==> config.mk <==
export PLATFORM = sky130hd
export DESIGN_NAME = rsse_exec
export DESIGN_NICKNAME = d
export VERILOG_FILES = /design/src/inc/rsse_pkg.sv /design/src/design/rsse_exec.sv /design/src/design/rsse_alu.sv
export SDC_FILE = /design/constraint.sdc
export NUM_CORES = 1
export LEC_CHECK = 0
export ABC_AREA = 1
export BUFFER_PORTS_ARGS = -buffer_cell sky130_fd_sc_hd__buf_2
export CAP_MARGIN = 25
export CORE_MARGIN = 2
export CORE_UTILIZATION = 55
export DETAILED_ROUTE_END_ITERATION = 7
export GPL_TIMING_DRIVEN = 0
export MAX_ROUTING_LAYER = met4
export PLACE_DENSITY = 0.95
export SETUP_SLACK_MARGIN = 0.4
export SKIP_LAST_GASP = 1
export SYNTH_ARGS = -nofsm -noshare
export SYNTH_HDL_FRONTEND = slang
export SYNTH_HIERARCHICAL = 1
export SYNTH_SLANG_ARGS = --single-unit
export TNS_END_PERCENT = 5
==> constraint.sdc <==
create_clock -name i_clk_sys -period 4.15 [get_ports i_clk_sys]
set_input_delay 0.83 -clock i_clk_sys [delete_from_list [all_inputs] [get_ports i_clk_sys]]
set_output_delay 0.83 -clock i_clk_sys [all_outputs]
set_load 0.005 [all_outputs]
==> src/inc/rsse_pkg.sv <==
// Constants and types shared by the execution unit and its ALU slice.
// Assumes a single 20 MHz core clock and an AXI4-Lite register port.
package rsse_pkg;
   // ********************************************************
   // Widths
   // ********************************************************
   localparam int DATA_W     = 8;
   localparam int AXI_ADDR_W = 4;
   localparam int AXI_DATA_W = 32;
   localparam int PRESC_W    = 8;

   // ********************************************************
   // Register offsets (byte addresses)
   // ********************************************************
   localparam logic [AXI_ADDR_W-1:0] ACC_OFF  = 4'h0;
   localparam logic [AXI_ADDR_W-1:0] STAT_OFF = 4'h4;
   localparam logic [AXI_ADDR_W-1:0] WDOG_OFF = 4'h8;

   // ********************************************************
   // Status register fields
   // ********************************************************
   localparam int STAT_CARRY_BIT = 0;
   localparam int STAT_DC_BIT    = 1;
   localparam int STAT_ZERO_BIT  = 2;
   localparam int STAT_PWDN_BIT  = 3;
   localparam int STAT_TO_BIT    = 4;
   localparam int STAT_SLEEP_BIT = 5;

   // ********************************************************
   // Reset values
   // ********************************************************
   localparam logic [DATA_W-1:0] ACC_RST  = 8'h00;
   localparam logic [DATA_W-1:0] WDOG_RST = 8'h00;
   localparam logic [DATA_W-1:0] WDOG_CLR = 8'h00;
   localparam logic              FLAG_RST = 1'b0;
   localparam logic              TO_RST   = 1'b1;
   localparam logic              PWDN_RST = 1'b1;

   // ********************************************************
   // Bus responses
   // ********************************************************
   localparam logic [1:0] RESP_OKAY   = 2'h0;
   localparam logic [1:0] RESP_SLVERR = 2'h2;

   // ********************************************************
   // Operations and core states
   // ********************************************************
   typedef enum logic [3:0] {
      RSSE_OP_ROTL  = 4'h1,
      RSSE_OP_ROTR  = 4'h2,
      RSSE_OP_SUBL  = 4'h4,
      RSSE_OP_SLEEP = 4'h8
   } rsse_op_type;

   typedef enum logic [1:0] {
      RSSE_ST_RUN   = 2'h1,
      RSSE_ST_SLEEP = 2'h2
   } rsse_state_type;
endpackage

==> src/design/rsse_exec.sv <==
// Execution unit for rotate, literal-subtract and low-power entry.
// Assumes a decoder that presents one operation at a time with its
// file operand, and an AXI4-Lite master for the register view.
//
// Contract
// - Right rotate moves the file byte right, old carry into bit 7, bit 0 into carry.
// - Rotate results go to the accumulator when dest is 0, else back to the file.
// - Literal-subtract stores the 8-bit literal minus the accumulator in the accumulator.
// - Literal-subtract sets carry and digit carry on no borrow and updates zero.
// - The low-power instruction stops the oscillator and execution until a wake-up.
// - The low-power instruction clears watchdog and prescaler, sets time-out, clears power-down.
`timescale 1ns/1ps
`default_nettype none
module rsse_exec #(
   parameter int PRESC_W = rsse_pkg::PRESC_W
) (
   // Clock and reset
   input  wire logic                           i_clk_sys,
   input  wire logic                           i_reset,
   // AXI4-Lite slave
   input  wire logic [rsse_pkg::AXI_ADDR_W-1:0] i_s_axi_awaddr,
   input  wire logic                           i_s_axi_awvalid,
   output logic                                o_s_axi_awready,
   input  wire logic [rsse_pkg::AXI_DATA_W-1:0] i_s_axi_wdata,
   input  wire logic [3:0]                     i_s_axi_wstrb,
   input  wire logic                           i_s_axi_wvalid,
   output logic                                o_s_axi_wready,
   output logic [1:0]                          o_s_axi_bresp,
   output logic                                o_s_axi_bvalid,
   input  wire logic                           i_s_axi_bready,
   input  wire logic [rsse_pkg::AXI_ADDR_W-1:0] i_s_axi_araddr,
   input  wire logic                           i_s_axi_arvalid,
   output logic                                o_s_axi_arready,
   output logic [rsse_pkg::AXI_DATA_W-1:0]     o_s_axi_rdata,
   output logic [1:0]                          o_s_axi_rresp,
   output logic                                o_s_axi_rvalid,
   input  wire logic                           i_s_axi_rready,
   // Decoder side
   input  wire logic                           i_exec_valid,
   input  wire rsse_pkg::rsse_op_type          i_exec_op,
   input  wire logic                           i_exec_dest,
   input  wire logic [rsse_pkg::DATA_W-1:0]    i_exec_file_data,
   input  wire logic [rsse_pkg::DATA_W-1:0]    i_exec_literal,
   input  wire logic                           i_wake,
   output logic                                o_exec_ready,
   // Core state
   output logic                                o_file_we,
   output logic [rsse_pkg::DATA_W-1:0]         o_file_wdata,
   output logic [rsse_pkg::DATA_W-1:0]         o_acc,
   output logic                                o_carry,
   output logic                                o_digit_carry_flag,
   output logic                                o_zero,
   output logic                                o_timeout_flag_n,
   output logic                                o_powerdown_flag_n,
   output logic [rsse_pkg::DATA_W-1:0]         o_watchdog_counter,
   output logic                                o_osc_run
);
   import rsse_pkg::*;

   // ********************************************************
   // Declarations
   // ********************************************************
   rsse_state_type         state_r;
   logic [DATA_W-1:0]      acc_r;
   logic                   carry_r;
   logic                   dc_r;
   logic                   zero_r;
   logic                   to_n_r;
   logic                   pwdn_n_r;
   logic [DATA_W-1:0]      wdog_r;
   logic [PRESC_W-1:0]     presc_r;
   logic                   file_we_r;
   logic [DATA_W-1:0]      file_wdata_r;
   logic [DATA_W-1:0]      alu_result;
   logic                   alu_carry;
   logic                   alu_dc;
   logic                   alu_zero;
   logic                   take;
   logic                   is_rot;
   logic                   wdog_wrap;
   logic                   aw_hold_r;
   logic                   w_hold_r;
   logic [AXI_ADDR_W-1:0]  awaddr_r;
   logic [AXI_DATA_W-1:0]  wdata_r;
   logic                   wstrb0_r;
   logic                   bus_wr;
   logic                   bvalid_r;
   logic [1:0]             bresp_r;
   logic                   rvalid_r;
   logic [1:0]             rresp_r;
   logic [AXI_DATA_W-1:0]  rdata_r;

   // ********************************************************
   // Operation acceptance
   // ********************************************************
   assign o_exec_ready = (state_r == RSSE_ST_RUN);
   assign take   = i_exec_valid && o_exec_ready;
   assign is_rot = (i_exec_op == RSSE_OP_ROTL) ||
                   (i_exec_op == RSSE_OP_ROTR);

   rsse_alu u_alu (
      .i_op               (i_exec_op),
      .i_file_data        (i_exec_file_data),
      .i_literal          (i_exec_literal),
      .i_acc              (acc_r),
      .i_carry            (carry_r),
      .o_result           (alu_result),
      .o_carry            (alu_carry),
      .o_digit_carry_flag (alu_dc),
      .o_zero             (alu_zero)
   );

   // ********************************************************
   // Run and sleep
   // ********************************************************
   // Watchdog expiry also ends sleep, as an external wake would
   always_ff @(posedge i_clk_sys or posedge i_reset) begin
      if (i_reset) begin
         state_r <= RSSE_ST_RUN;
      end else begin
         case (state_r)
            RSSE_ST_RUN: begin
               if (take && i_exec_op == RSSE_OP_SLEEP) begin
                  state_r <= RSSE_ST_SLEEP;
               end
            end
            RSSE_ST_SLEEP: begin
               if (i_wake || wdog_wrap) begin
                  state_r <= RSSE_ST_RUN;
               end
            end
            default: begin
               state_r <= RSSE_ST_RUN;
            end
         endcase
      end
   end

   // ********************************************************
   // Watchdog and prescaler
   // ********************************************************
   assign wdog_wrap = (&presc_r) && (&wdog_r);

   always_ff @(posedge i_clk_sys or posedge i_reset) begin
      if (i_reset) begin
         presc_r <= '0;
         wdog_r  <= WDOG_RST;
      end else if (take && i_exec_op == RSSE_OP_SLEEP) begin
         presc_r <= '0;
         wdog_r  <= WDOG_CLR;
      end else begin
         presc_r <= presc_r + 1'b1;
         if (&presc_r) begin
            wdog_r <= wdog_r + 8'h01;
         end
      end
   end

   // ********************************************************
   // Time-out and power-down flags
   // ********************************************************
   always_ff @(posedge i_clk_sys or posedge i_reset) begin
      if (i_reset) begin
         to_n_r   <= TO_RST;
         pwdn_n_r <= PWDN_RST;
      end else if (take && i_exec_op == RSSE_OP_SLEEP) begin
         to_n_r   <= 1'b1;
         pwdn_n_r <= 1'b0;
      end else if (wdog_wrap) begin
         to_n_r <= 1'b0;
      end
   end

   // ********************************************************
   // Accumulator and file write-back
   // ********************************************************
   // Execution beats a bus write landing in the same cycle
   always_ff @(posedge i_clk_sys or posedge i_reset) begin
      if (i_reset) begin
         acc_r <= ACC_RST;
      end else if (take && i_exec_op == RSSE_OP_SUBL) begin
         acc_r <= alu_result;
      end else if (take && is_rot && !i_exec_dest) begin
         acc_r <= alu_result;
      end else if (bus_wr && awaddr_r == ACC_OFF && wstrb0_r) begin
         acc_r <= wdata_r[DATA_W-1:0];
      end
   end

   always_ff @(posedge i_clk_sys or posedge i_reset) begin
      if (i_reset) begin
         file_we_r    <= 1'b0;
         file_wdata_r <= 8'h00;
      end else begin
         file_we_r <= take && is_rot && i_exec_dest;
         if (take && is_rot && i_exec_dest) begin
            file_wdata_r <= alu_result;
         end
      end
   end

   // ********************************************************
   // Arithmetic flags
   // ********************************************************
   always_ff @(posedge i_clk_sys or posedge i_reset) begin
      if (i_reset) begin
         carry_r <= FLAG_RST;
         dc_r    <= FLAG_RST;
         zero_r  <= FLAG_RST;
      end else if (take && i_exec_op == RSSE_OP_SUBL) begin
         carry_r <= alu_carry;
         dc_r    <= alu_dc;
         zero_r  <= alu_zero;
      end else if (take && is_rot) begin
         carry_r <= alu_carry;
      end else if (bus_wr && awaddr_r == STAT_OFF && wstrb0_r) begin
         carry_r <= wdata_r[STAT_CARRY_BIT];
         dc_r    <= wdata_r[STAT_DC_BIT];
         zero_r  <= wdata_r[STAT_ZERO_BIT];
      end
   end

   // ********************************************************
   // AXI4-Lite write
   // ********************************************************
   assign o_s_axi_awready = !aw_hold_r && !bvalid_r;
   assign o_s_axi_wready  = !w_hold_r && !bvalid_r;
   assign bus_wr          = aw_hold_r && w_hold_r && !bvalid_r;

   always_ff @(posedge i_clk_sys or posedge i_reset) begin
      if (i_reset) begin
         aw_hold_r <= 1'b0;
         w_hold_r  <= 1'b0;
         awaddr_r  <= '0;
         wdata_r   <= '0;
         wstrb0_r  <= 1'b0;
         bvalid_r  <= 1'b0;
         bresp_r   <= RESP_OKAY;
      end else begin
         if (i_s_axi_awvalid && o_s_axi_awready) begin
            aw_hold_r <= 1'b1;
            awaddr_r  <= i_s_axi_awaddr;
         end
         if (i_s_axi_wvalid && o_s_axi_wready) begin
            w_hold_r <= 1'b1;
            wdata_r  <= i_s_axi_wdata;
            wstrb0_r <= i_s_axi_wstrb[0];
         end
         if (bus_wr) begin
            aw_hold_r <= 1'b0;
            w_hold_r  <= 1'b0;
            bvalid_r  <= 1'b1;
            bresp_r   <= (awaddr_r == ACC_OFF || awaddr_r == STAT_OFF ||
                          awaddr_r == WDOG_OFF) ? RESP_OKAY : RESP_SLVERR;
         end else if (bvalid_r && i_s_axi_bready) begin
            bvalid_r <= 1'b0;
         end
      end
   end

   // ********************************************************
   // AXI4-Lite read
   // ********************************************************
   assign o_s_axi_arready = !rvalid_r;

   always_ff @(posedge i_clk_sys or posedge i_reset) begin
      if (i_reset) begin
         rvalid_r <= 1'b0;
         rresp_r  <= RESP_OKAY;
         rdata_r  <= '0;
      end else if (i_s_axi_arvalid && !rvalid_r) begin
         rvalid_r <= 1'b1;
         rresp_r  <= RESP_OKAY;
         rdata_r  <= '0;
         case (i_s_axi_araddr)
            ACC_OFF:  rdata_r[DATA_W-1:0] <= acc_r;
            STAT_OFF: begin
               rdata_r[STAT_CARRY_BIT] <= carry_r;
               rdata_r[STAT_DC_BIT]    <= dc_r;
               rdata_r[STAT_ZERO_BIT]  <= zero_r;
               rdata_r[STAT_PWDN_BIT]  <= pwdn_n_r;
               rdata_r[STAT_TO_BIT]    <= to_n_r;
               rdata_r[STAT_SLEEP_BIT] <= (state_r == RSSE_ST_SLEEP);
            end
            WDOG_OFF: rdata_r[DATA_W-1:0] <= wdog_r;
            default:  rresp_r <= RESP_SLVERR;
         endcase
      end else if (rvalid_r && i_s_axi_rready) begin
         rvalid_r <= 1'b0;
      end
   end

   // ********************************************************
   // Outputs
   // ********************************************************
   assign o_s_axi_bvalid     = bvalid_r;
   assign o_s_axi_bresp      = bresp_r;
   assign o_s_axi_rvalid     = rvalid_r;
   assign o_s_axi_rresp      = rresp_r;
   assign o_s_axi_rdata      = rdata_r;
   assign o_file_we          = file_we_r;
   assign o_file_wdata       = file_wdata_r;
   assign o_acc              = acc_r;
   assign o_carry            = carry_r;
   assign o_digit_carry_flag = dc_r;
   assign o_zero             = zero_r;
   assign o_timeout_flag_n   = to_n_r;
   assign o_powerdown_flag_n = pwdn_n_r;
   assign o_watchdog_counter = wdog_r;
   assign o_osc_run          = (state_r == RSSE_ST_RUN);
endmodule
`default_nettype wire

==> src/design/rsse_alu.sv <==
// Combinational rotate and literal-subtract slice.
// Assumes the caller registers all results.
`timescale 1ns/1ps
`default_nettype none
module rsse_alu (
   // Operation
   input  wire rsse_pkg::rsse_op_type     i_op,
   input  wire logic [rsse_pkg::DATA_W-1:0] i_file_data,
   input  wire logic [rsse_pkg::DATA_W-1:0] i_literal,
   input  wire logic [rsse_pkg::DATA_W-1:0] i_acc,
   input  wire logic                      i_carry,
   // Results
   output logic [rsse_pkg::DATA_W-1:0]    o_result,
   output logic                           o_carry,
   output logic                           o_digit_carry_flag,
   output logic                           o_zero
);
   import rsse_pkg::*;

   // No-borrow test, used for the full byte and the low nibble
   function automatic logic no_borrow(input logic [7:0] a,
                                      input logic [7:0] b);
      no_borrow = (a >= b);
   endfunction

   always_comb begin
      o_result           = i_acc;
      o_carry            = i_carry;
      o_digit_carry_flag = 1'b0;
      case (i_op)
         RSSE_OP_ROTL: begin
            o_result = {i_file_data[DATA_W-2:0], i_carry};
            o_carry  = i_file_data[DATA_W-1];
         end
         RSSE_OP_ROTR: begin
            o_result = {i_carry, i_file_data[DATA_W-1:1]};
            o_carry  = i_file_data[0];
         end
         RSSE_OP_SUBL: begin
            o_result = i_literal - i_acc;
            o_carry  = no_borrow(i_literal, i_acc);
            o_digit_carry_flag =
               no_borrow({4'h0, i_literal[3:0]},
                         {4'h0, i_acc[3:0]});
         end
         default: begin
            o_result = i_acc;
         end
      endcase
      o_zero = (o_result == 8'h00);
   end
endmodule
`default_nettype wire

==> flow_metrics.tcl, run 1 <==
set metrics [dict create \
    vias_per_cell 5.12 \
    synthXorXnorAreaFrac 0.00608 \
    design_area_um2 5230 \
    layout.nets 804 \
    dp_slack_ns 1.30 \
    muxShareOfSynthArea 0.00521 \
    tns_ns 0 \
    synth_cell_type_count 37 \
    synth_top_area_share 0.371 \
    drv_slew 0 \
    first_global_vias 3992 \
    port-buffer-count 93 \
    rr_worst_depth 15 \
    synth_top_area_cell "dfrtp_1" \
    syn_inst 588 \
    ant_nets 0 \
    clk_pin_slew_ns 0.07 \
    first_pass_iters 5 \
    synth-main-ff-cell "dfrtp_1" \
    clk_latency_ns 0.35 \
    hp-class "register to register" \
    fmax_mhz 390 \
    rrSetupSlack_ns 1.67 \
    layout_common_cells "nand2_1 (172), buf_2 (96), inv_1 (79)" \
    slew_headroom 0.518 \
    hold_buffers 0 \
    finalWorstSetupSlack_ns 1.58 \
    root_buffer "clkbuf_8" \
    dr_total_vias 4225 \
    cts_buffer_depth 2 \
    cp-endpoint "o_zero" \
    synth_compound_area_frac 0.0570 \
    skew_ns 0.0132 \
    setup_viol 0 \
    gr-total-overflow 0 \
    cts_made_buffers 9 \
    synth_top_family_by_area "simple AND/OR/NAND/NOR gates" \
    setup.worst_path.start "i_exec_literal[0]" \
    postCtsSetupBuffers 0 \
    yosys-top-cells-area "dfrtp_1 (37%), nand2_1 (15%), inv_1 (6.9%)" \
    p_leak_nw 3.01 \
    fin_crit_ns 2.57 \
    final_common_cell "nand2_1" \
    worstSetupStartpointType "input port" \
    area_growth_pct 20.9 \
    cp.required_ns 4.43 \
    gp_congestion 0.891 \
    fp.dieH_um 92.6 \
    async_reset_ff_frac 1.00 \
    dieArea_um2 8580 \
    cts_max_level 3 \
    cts_sinks 67 \
    syn_area_per_cell_um2 7.35 \
    syn_area_um2 4320 \
    initial_core_util 0.562 \
    path_max_fanout 4 \
    grt_max_degree 36 \
    cp-end-kind "register" \
    synth-simple-area-share 0.367 \
    crit_type "input port to register" \
    reg2reg_from "o_acc[0]" \
    ir_drop_mv 0.355 \
    io-pin-count 147 \
    num_antenna_cells 0 \
    dpl.hpwl_mm 8.64 \
    r2r_end "o_zero" \
    place_area_um2 5030 \
    route.detailed.drc 0 \
    coreArea_um2 7690 \
    rows 32 \
    finalHoldViolations 0 \
    synth_fa_ha_area_frac 0.0365 \
    wire_per_inst_um 13.5 \
    drt_iter0_drc 306 \
    grt_pass1_wl_mm 18.2 \
    cts_tree "done" \
    grt.total_usage 0.273 \
    synth-seq-cells 67 \
    outcome "finished clean" \
    post-route-period-util 0.618 \
    maxCapViolCount 0 \
    tightest_slew_ns 0.722 \
    synth-edff-count 0 \
    wl_mm 11.2 \
    powerDensity_nw_per_um2 497 \
    antenna_found_initial 0 \
    arrival_ns 2.85 \
    ys_warn_count 6 \
    drive_above_1_share 0.264 \
    seq_area_frac_synth 0.389 \
    ctsResizeCount 0 \
    die_w_um 92.6 \
    grt_setup_unrepaired "false" \
]
[per-layer routing]
layer  wire, um  global-route usage  vias up  part of all wire
li1           -                   -     2067                 -
met1       4660               0.338     1942              0.42
met2       5520               0.460      190              0.49
met3        721              0.0391       26             0.065
met4        257               0.100        0             0.023
met5          0                   -        -                 0
[report_power, final]
| group | internal (mW) | switching, mW | leakage (nW) |
|---|---|---|---|
| Clock | 0.311 | 0.244 | 0.101 |
| Sequential | 0.857 | 0.189 | 0.835 |
| Combinational | 0.399 | 0.600 | 2.08 |
[critical path, stage by stage]
cell and delay, ns:
buf_2 0.08, inv_1 0.04, ha_1 0.20, fa_1 0.36, inv_1 0.08, nand2_1 0.07
nand2_1 0.15, nand3_1 0.09, nand3_1 0.09, nand4_1 0.20, a21oi_1 0.18, nand2_1 0.09
nor2_2 0.11, nand2_1 0.06, o21ai_0 0.08, nand2_1 0.07, nand2_1 0.06
[sequential cells by signal, summed over array words and instances (netlist names), 2 cells and up]
name and cells:
o_s_axi_rdata 8, awaddr_r 4, o_file_wdata 8, state_r 2, o_acc 8, presc_r 8
wdata_r 8, o_watchdog_counter 8
[cells by family (layout without fill, tap and decap cells)]
group,Yosys count,count (layout)
other cells,1,26
simple gates,336,336
flops,67,67
mux,2,2
buf+inv,121,231
xor+xnor,3,3
compound gates,46,46
fa+ha+maj,12,12
[metrics by stage]
stage,power (mW),util,hold WS (ns),cells
3_5_place_dp,2.04,0.654,0.461,809
3_3_place_gp,1.98,0.652,0.446,808
6_report,2.60,0.680,0.458,825
2_1_floorplan,1.68,-,0.433,613
5_1_grt,2.79,0.680,0.498,825
4_1_cts,2.60,0.680,0.468,825
[final cells by class]
cell class	instances	area, um2
clock inverters	2	35.0
fillers	682	2460
inverters	86	327
clock buffers	14	163
multi-input cells	425	2140
repair buffers	94	485
plain buffers	35	270
flip-flops and latches	67	1680
well taps	102	128
[cells in the mapped netlist, types with 2 or more instances]
| cell type | count |
|---|---|
| ha_1 | 11 |
| nand3_2 | 9 |
| nor2_1 | 55 |
| buf_6 | 4 |
| nand2_2 | 6 |
| inv_2 | 4 |
| o21ai_0 | 15 |
| a31oi_1 | 3 |
| buf_2 | 3 |
| dfstp_2 | 3 |
| xor2_1 | 3 |
| a21oi_1 | 23 |
| nand2_4 | 2 |
| nor2_2 | 9 |
| nand3_1 | 46 |
| nor2_4 | 4 |
| nor3_1 | 7 |
| dfrtp_1 | 64 |
| nand3_4 | 4 |
| mux2_2 | 2 |
| nand2_1 | 172 |
| nand4_1 | 17 |
| buf_4 | 28 |
| a21boi_0 | 2 |
| inv_1 | 80 |
[worst min-delay path by stage]
stage | to | startpoint | cells past startpoint
global route | o_powerdown_flag_n | o_powerdown_flag_n | 2
detailed placement | o_file_wdata[0] | o_file_wdata[0] | 2
finish | presc_r[0] | presc_r[0] | 1
global placement | presc_r[0] | presc_r[0] | 1
CTS | presc_r[0] | presc_r[0] | 1
floorplan | presc_r[0] | presc_r[0] | 1
Note: power is estimated with default switching activity, not from simulation.
==> run 2, diff against run 1 <==
Settings changed: ABC_AREA 1 to 0, CORE_UTILIZATION 55 to 51, PLACE_DENSITY 0.95 to 0.93.
Clock period 4.15 ns to 2.55 ns, I/O delays scaled along.
==> flow_metrics.tcl, run 2 <==
set metrics [dict create \
    cp.required_ns 2.77 \
    slew_headroom 0.488 \
    place_area_um2 4860 \
    fmax_mhz 418 \
    cts_buffer_depth 2 \
    io-pin-count 147 \
    path_max_fanout 4 \
    outcome "finished clean" \
    skew_ns 0.00426 \
    synth_top_area_share 0.388 \
    ir_drop_mv 0.648 \
    tightest_slew_ns 0.763 \
    arrival_ns 2.62 \
    synth-seq-cells 67 \
    die_w_um 94.0 \
    post-route-period-util 0.939 \
    cp_cell_sequence "inv_2, ha_4, nor2b_1, o211a_1, o2111a_1, o31ai_1, a31oi_1, and3_1, nand3_1, nand3_1" \
    crit_type "register to register" \
    antenna_found_initial 0 \
    multi_input_area_um2 2260 \
    syn_area_per_cell_um2 10.2 \
    synth_cell_type_count 72 \
    grt_max_degree 36 \
    grt_pass1_wl_mm 16.3 \
    num_antenna_cells 0 \
    worstSetupStartpointType "register" \
    seq_area_um2 1690 \
    drv_slew 0 \
    finalHoldViolations 0 \
    design_area_um2 5150 \
    layout.nets 626 \
    fin_crit_ns 2.39 \
    dp_slack_ns -0.215 \
    coreArea_um2 7770 \
    initial_core_util 0.532 \
    cts_sinks 67 \
    dieArea_um2 8830 \
    hp-class "input port to asynchronous set/reset pin" \
    cts_tree "done" \
    layout_common_cells "buf_2 (99), dfrtp_1 (58), buf_4 (34)" \
    clk_pin_slew_ns 0.07 \
    drive_above_1_share 0.380 \
    finalWorstSetupSlack_ns 0.157 \
    gp_congestion 0.907 \
    p_leak_nw 2.56 \
    cp-end-kind "register" \
    critPathMaxStageDelay_ns 0.44 \
    route.detailed.drc 0 \
    port-buffer-count 91 \
    grt.total_usage 0.242 \
    grt_setup_unrepaired "true" \
    ant_nets 0 \
    async_reset_ff_frac 1.00 \
    gr-total-overflow 0 \
    synth.most_common_cell "dfrtp_1" \
    clk_latency_ns 0.34 \
    synth_top_area_cell "dfrtp_1" \
    root_buffer "clkbuf_8" \
    dpl.hpwl_mm 7.97 \
    first_pass_iters 5 \
    cp_num_buf_inv 1 \
    synth-main-ff-cell "dfrtp_1" \
    crit_family "compound AO/OA/AOI/OAI gates" \
    fillers 602 \
    area_growth_pct 24.6 \
    rows 32 \
    vias_per_cell 5.63 \
    dr_total_vias 3643 \
    synthTopCellsByCount "dfrtp_1 (64), buf_4 (27), nand2_1 (24), nor2_1 (24), inv_1 (23)" \
    seq_area_frac_synth 0.407 \
    ys_warn_count 6 \
    yosys-top-cells-area "dfrtp_1 (39%), mux2_2 (6.0%), buf_4 (4.9%)" \
    crit_top_cell "nand3_1" \
    synth-edff-count 0 \
    final_common_cell "buf_2" \
    first_global_vias 3456 \
    wire_per_inst_um 15.8 \
    setup_viol 0 \
    hold_buffers 0 \
    cts_made_buffers 9 \
    drt_iter0_drc 267 \
    maxCapViolCount 0 \
    syn_area_um2 4130 \
    fp.dieH_um 94.0 \
    crit_slowest_cell "dfrtp_2" \
    syn_inst 405 \
    wl_mm 10.2 \
    cts_max_level 3 \
    powerDensity_nw_per_um2 862 \
]
-- run 2: cell types whose count changed in the layout (fill, tap and decap cells not counted), moves of 10 or more --
| cell | change |
|---|---|
| a21oi_1 | -16 |
| nand3_1 | -33 |
| nand2_1 | -148 |
| mux2_1 | +15 |
| inv_1 | -58 |
| mux2_2 | +20 |
| nor2_1 | -31 |
| xnor2_1 | +10 |
| nand4_1 | -10 |
-- run 2: cell families after synthesis --
family | count (synthesis) | share of synthesized area
mux | 47 | 0.125
other cells | 1 | 0.000908
xor+xnor | 15 | 0.0318
buf+inv | 63 | 0.0879
fa+ha+maj | 12 | 0.0382
compound gates | 83 | 0.149
flops | 67 | 0.407
simple gates | 117 | 0.160
-- run 2: what timing repair did --
action	4_1_cts	5_1_grt
setup endpoints to repair	10	12
pin swaps	5	5
gates resized for setup	7	7
buffers inserted	6	1
-- run 2: layout make-up --
type / count / share of cell area
Multi-Input combinational cell: 300 / 0.440
Sequential cell: 67 / 0.328
Timing Repair Buffer: 99 / 0.103
Buffer: 40 / 0.0537
Clock buffer: 14 / 0.0316
Tap cell: 102 / 0.0248
Inverter: 23 / 0.0175
Clock inverter: 2 / 0.00195
-- run 2: report_power, final --
| group | switching (mW) | internal [mW] | total, mW |
|---|---|---|---|
| sequential | 0.400 | 1.44 | 1.84 |
| combinational | 0.872 | 0.945 | 1.82 |
| clock | 0.376 | 0.404 | 0.781 |
-- run 2: layer usage --
metal / wire length [um] / global-route usage
met1: 4130 / 0.318
met2: 4960 / 0.378
met3: 919 / 0.0482
met4: 201 / 0.0809
met5: 0 / -
-- run 2: stage by stage --
step / utilization / std cells / power (mW) / setup TNS [ns] / hold slack, ns
final: 0.663 / 647 / 4.44 / 0 / 0.282
after global routing: 0.663 / 647 / 4.76 / 0 / 0.343
after CTS: 0.659 / 646 / 4.40 / 0 / 0.288
after detailed placement: 0.626 / 624 / 3.50 / -0.215 / 0.463
after global placement: 0.624 / 623 / 3.41 / -0.183 / 0.465
after floorplan: - / 430 / 2.87 / 0 / 0.455
-- run 2: worst paths after layout --
path	cells past startpoint	start	endpoint	slack [ns]
hold / removal	2	i_reset	o_watchdog_counter[6]	0.28
max in group asynchronous	3	i_reset	state_r[0]	1.61
min in group i_clk_sys	2	i_s_axi_bready	o_s_axi_bvalid	0.35
hold reg to reg	1	presc_r[0]	presc_r[0]	0.48
setup reg to reg	10	o_acc[1]	o_zero	0.16
setup / recovery	10	o_acc[1]	o_zero	0.16
==> run 3, diff against run 2 <==
==> constraint.sdc (replaced) <==
create_clock -name i_clk_sys -period 2.55 [get_ports i_clk_sys]
set_input_delay 0.1275 -clock i_clk_sys [delete_from_list [all_inputs] [get_ports i_clk_sys]]
set_output_delay 0.1275 -clock i_clk_sys [all_outputs]
set_load 0.005 [all_outputs]
==> flow_metrics.tcl, run 3 (synthesis results as in run 2) <==
set metrics [dict create \
    outcome "finished clean" \
    cp.required_ns 2.77 \
    clockPowerShare 0.192 \
    finalHoldViolations 0 \
    wire_per_inst_um 16.6 \
    m1WireLength_mm 4.44 \
    first_pass_iters 6 \
    grt_pass1_wl_mm 17.3 \
    antenna_found_initial 0 \
    ir_drop_mv 0.696 \
    initial_core_util 0.532 \
    vias_per_cell 5.59 \
    pwr-share-comb 0.404 \
    grt_max_degree 36 \
    dp_slack_ns -0.108 \
    clk_pin_slew_ns 0.07 \
    io-pin-count 147 \
    rr_worst_depth 12 \
    cts_buffer_depth 2 \
    tightest_slew_ns 0.768 \
    dpl.hpwl_mm 8.14 \
    wl_mm 10.8 \
    switchingPower_mw 1.71 \
    cts_made_buffers 9 \
    drive_above_1_share 0.371 \
    cts_tree "done" \
    final_cells 655 \
    rrSetupSlack_ns 0.08 \
    worstSetupStartpointType "register" \
    p_leak_nw 2.59 \
    final_common_cell "buf_2" \
    layout_common_cells "buf_2 (99), dfrtp_1 (60), buf_4 (37)" \
    crit_type "register to register" \
    root_buffer "clkbuf_8" \
    gp_congestion 0.916 \
    drv_slew 0 \
    routed.top_layer "met4" \
    grt.total_usage 0.262 \
    route.detailed.drc 0 \
    cts_sinks 67 \
    dp.cells 624 \
    holdPathStages 2 \
    grt_setup_unrepaired "true" \
    die_w_um 94.0 \
    gr-total-overflow 0 \
    drt_iter0_drc 270 \
    num_antenna_cells 0 \
    swShare 0.374 \
    dr_total_vias 3661 \
    cts_max_level 3 \
    clk_latency_ns 0.35 \
    maxCapViolCount 0 \
    route.met2.wl_mm 5.28 \
    finalWorstSetupSlack_ns 0.0796 \
    fillers 616 \
    fp.dieH_um 94.0 \
    post-route-period-util 0.969 \
    internal_power_mw 2.87 \
    layout.nets 634 \
    design_area_um2 5220 \
    first_global_vias 3553 \
    route.met3.wl_um 846 \
    area_growth_pct 26.3 \
    slew_headroom 0.485 \
    fmax_mhz 405 \
    hold_ws_ns 0.0129 \
    ant_nets 0 \
    arrival_ns 2.69 \
    rows 32 \
    seq_power_share 0.404 \
    port-buffer-count 91 \
    fin_crit_ns 2.47 \
    skew_ns 0.00912 \
    setup_viol 0 \
    place_area_um2 4840 \
    hp-class "input port to register" \
    dieArea_um2 8830 \
    cp-end-kind "register" \
    fin_util 0.672 \
    coreArea_um2 7770 \
    path_max_fanout 2 \
    powerDensity_nw_per_um2 878 \
]
## run 3: changes by cell type in the layout (fill, tap and decap cells not counted), sizes merged
cell         before  now
clkbuf           17   15
clkinvlp          1    2
inv              22   23
bufinv            0    1
dlygate4sd3       0    5
buf             136  139
clkinv            2    1
## run 3: timing repair
| item | in CTS | in global routing |
|---|---|---|
| hold endpoints to repair | 35 | 1 |
| pin swaps | 6 | 0 |
| hold buffers | 4 | 1 |
| setup endpoints to repair | 13 | 14 |
| resized for setup | 11 | 1 |
| gates cloned | 0 | 0 |
| buffers inserted | 10 | 0 |
## run 3: routing by layer
layer  GRT usage  up-vias
met5           -        -
met4      0.0930        0
met3      0.0594       27
met2       0.415      173
met1       0.332     1748
li1            -     1713
## run 3: final cells by class
cell class / count / area (um2) / area share
multi-input combinational: 300 / 2250 / 0.430
sequential: 67 / 1690 / 0.323
timing repair buffer: 107 / 601 / 0.115
buffer: 40 / 277 / 0.0530
clock buffer: 12 / 145 / 0.0278
tap: 102 / 128 / 0.0245
inverter: 23 / 86.3 / 0.0165
clock inverter: 4 / 50.0 / 0.00959
## run 3: per-stage QoR
step | power, mW | TNS (ns)
after floorplan | 2.85 | 0
after global placement | 3.40 | -0.163
after detailed placement | 3.50 | -0.108
after CTS | 4.55 | 0
after global routing | 4.87 | -0.00792
final | 4.58 | 0
## run 3: worst paths after layout
check	startpoint	end
max in group asynchronous	i_reset	o_powerdown_flag_n
worst max-delay path	o_acc[0]	o_acc[2]
worst min-delay path	i_s_axi_awaddr[2]	awaddr_r[2]
worst min register to register	o_s_axi_rdata[6]	o_s_axi_rdata[6]
min in group asynchronous	i_reset	awaddr_r[2]
worst max register to register	o_acc[0]	o_acc[2]
## run 3: critical path: stages, from the launching register on
cell      delay [ns]
dfrtp_2         0.43
ha_1            0.20
fa_2            0.38
xnor2_1         0.15
a222oi_1        0.25
buf_4           0.18
buf_4           0.09
buf_4           0.09
buf_4           0.09
buf_4           0.09
buf_4           0.09
inv_1           0.04
mux2_1          0.28
## run 3: power groups by stage
stage	Combinational, mW	Clock, mW	Sequential [mW]
finish	1.85	0.881	1.85
global route	2.04	0.943	1.89
floorplan	1.11	0	1.74
CTS	1.82	0.892	1.84
detailed placement	1.64	0	1.86
global placement	1.57	0	1.83
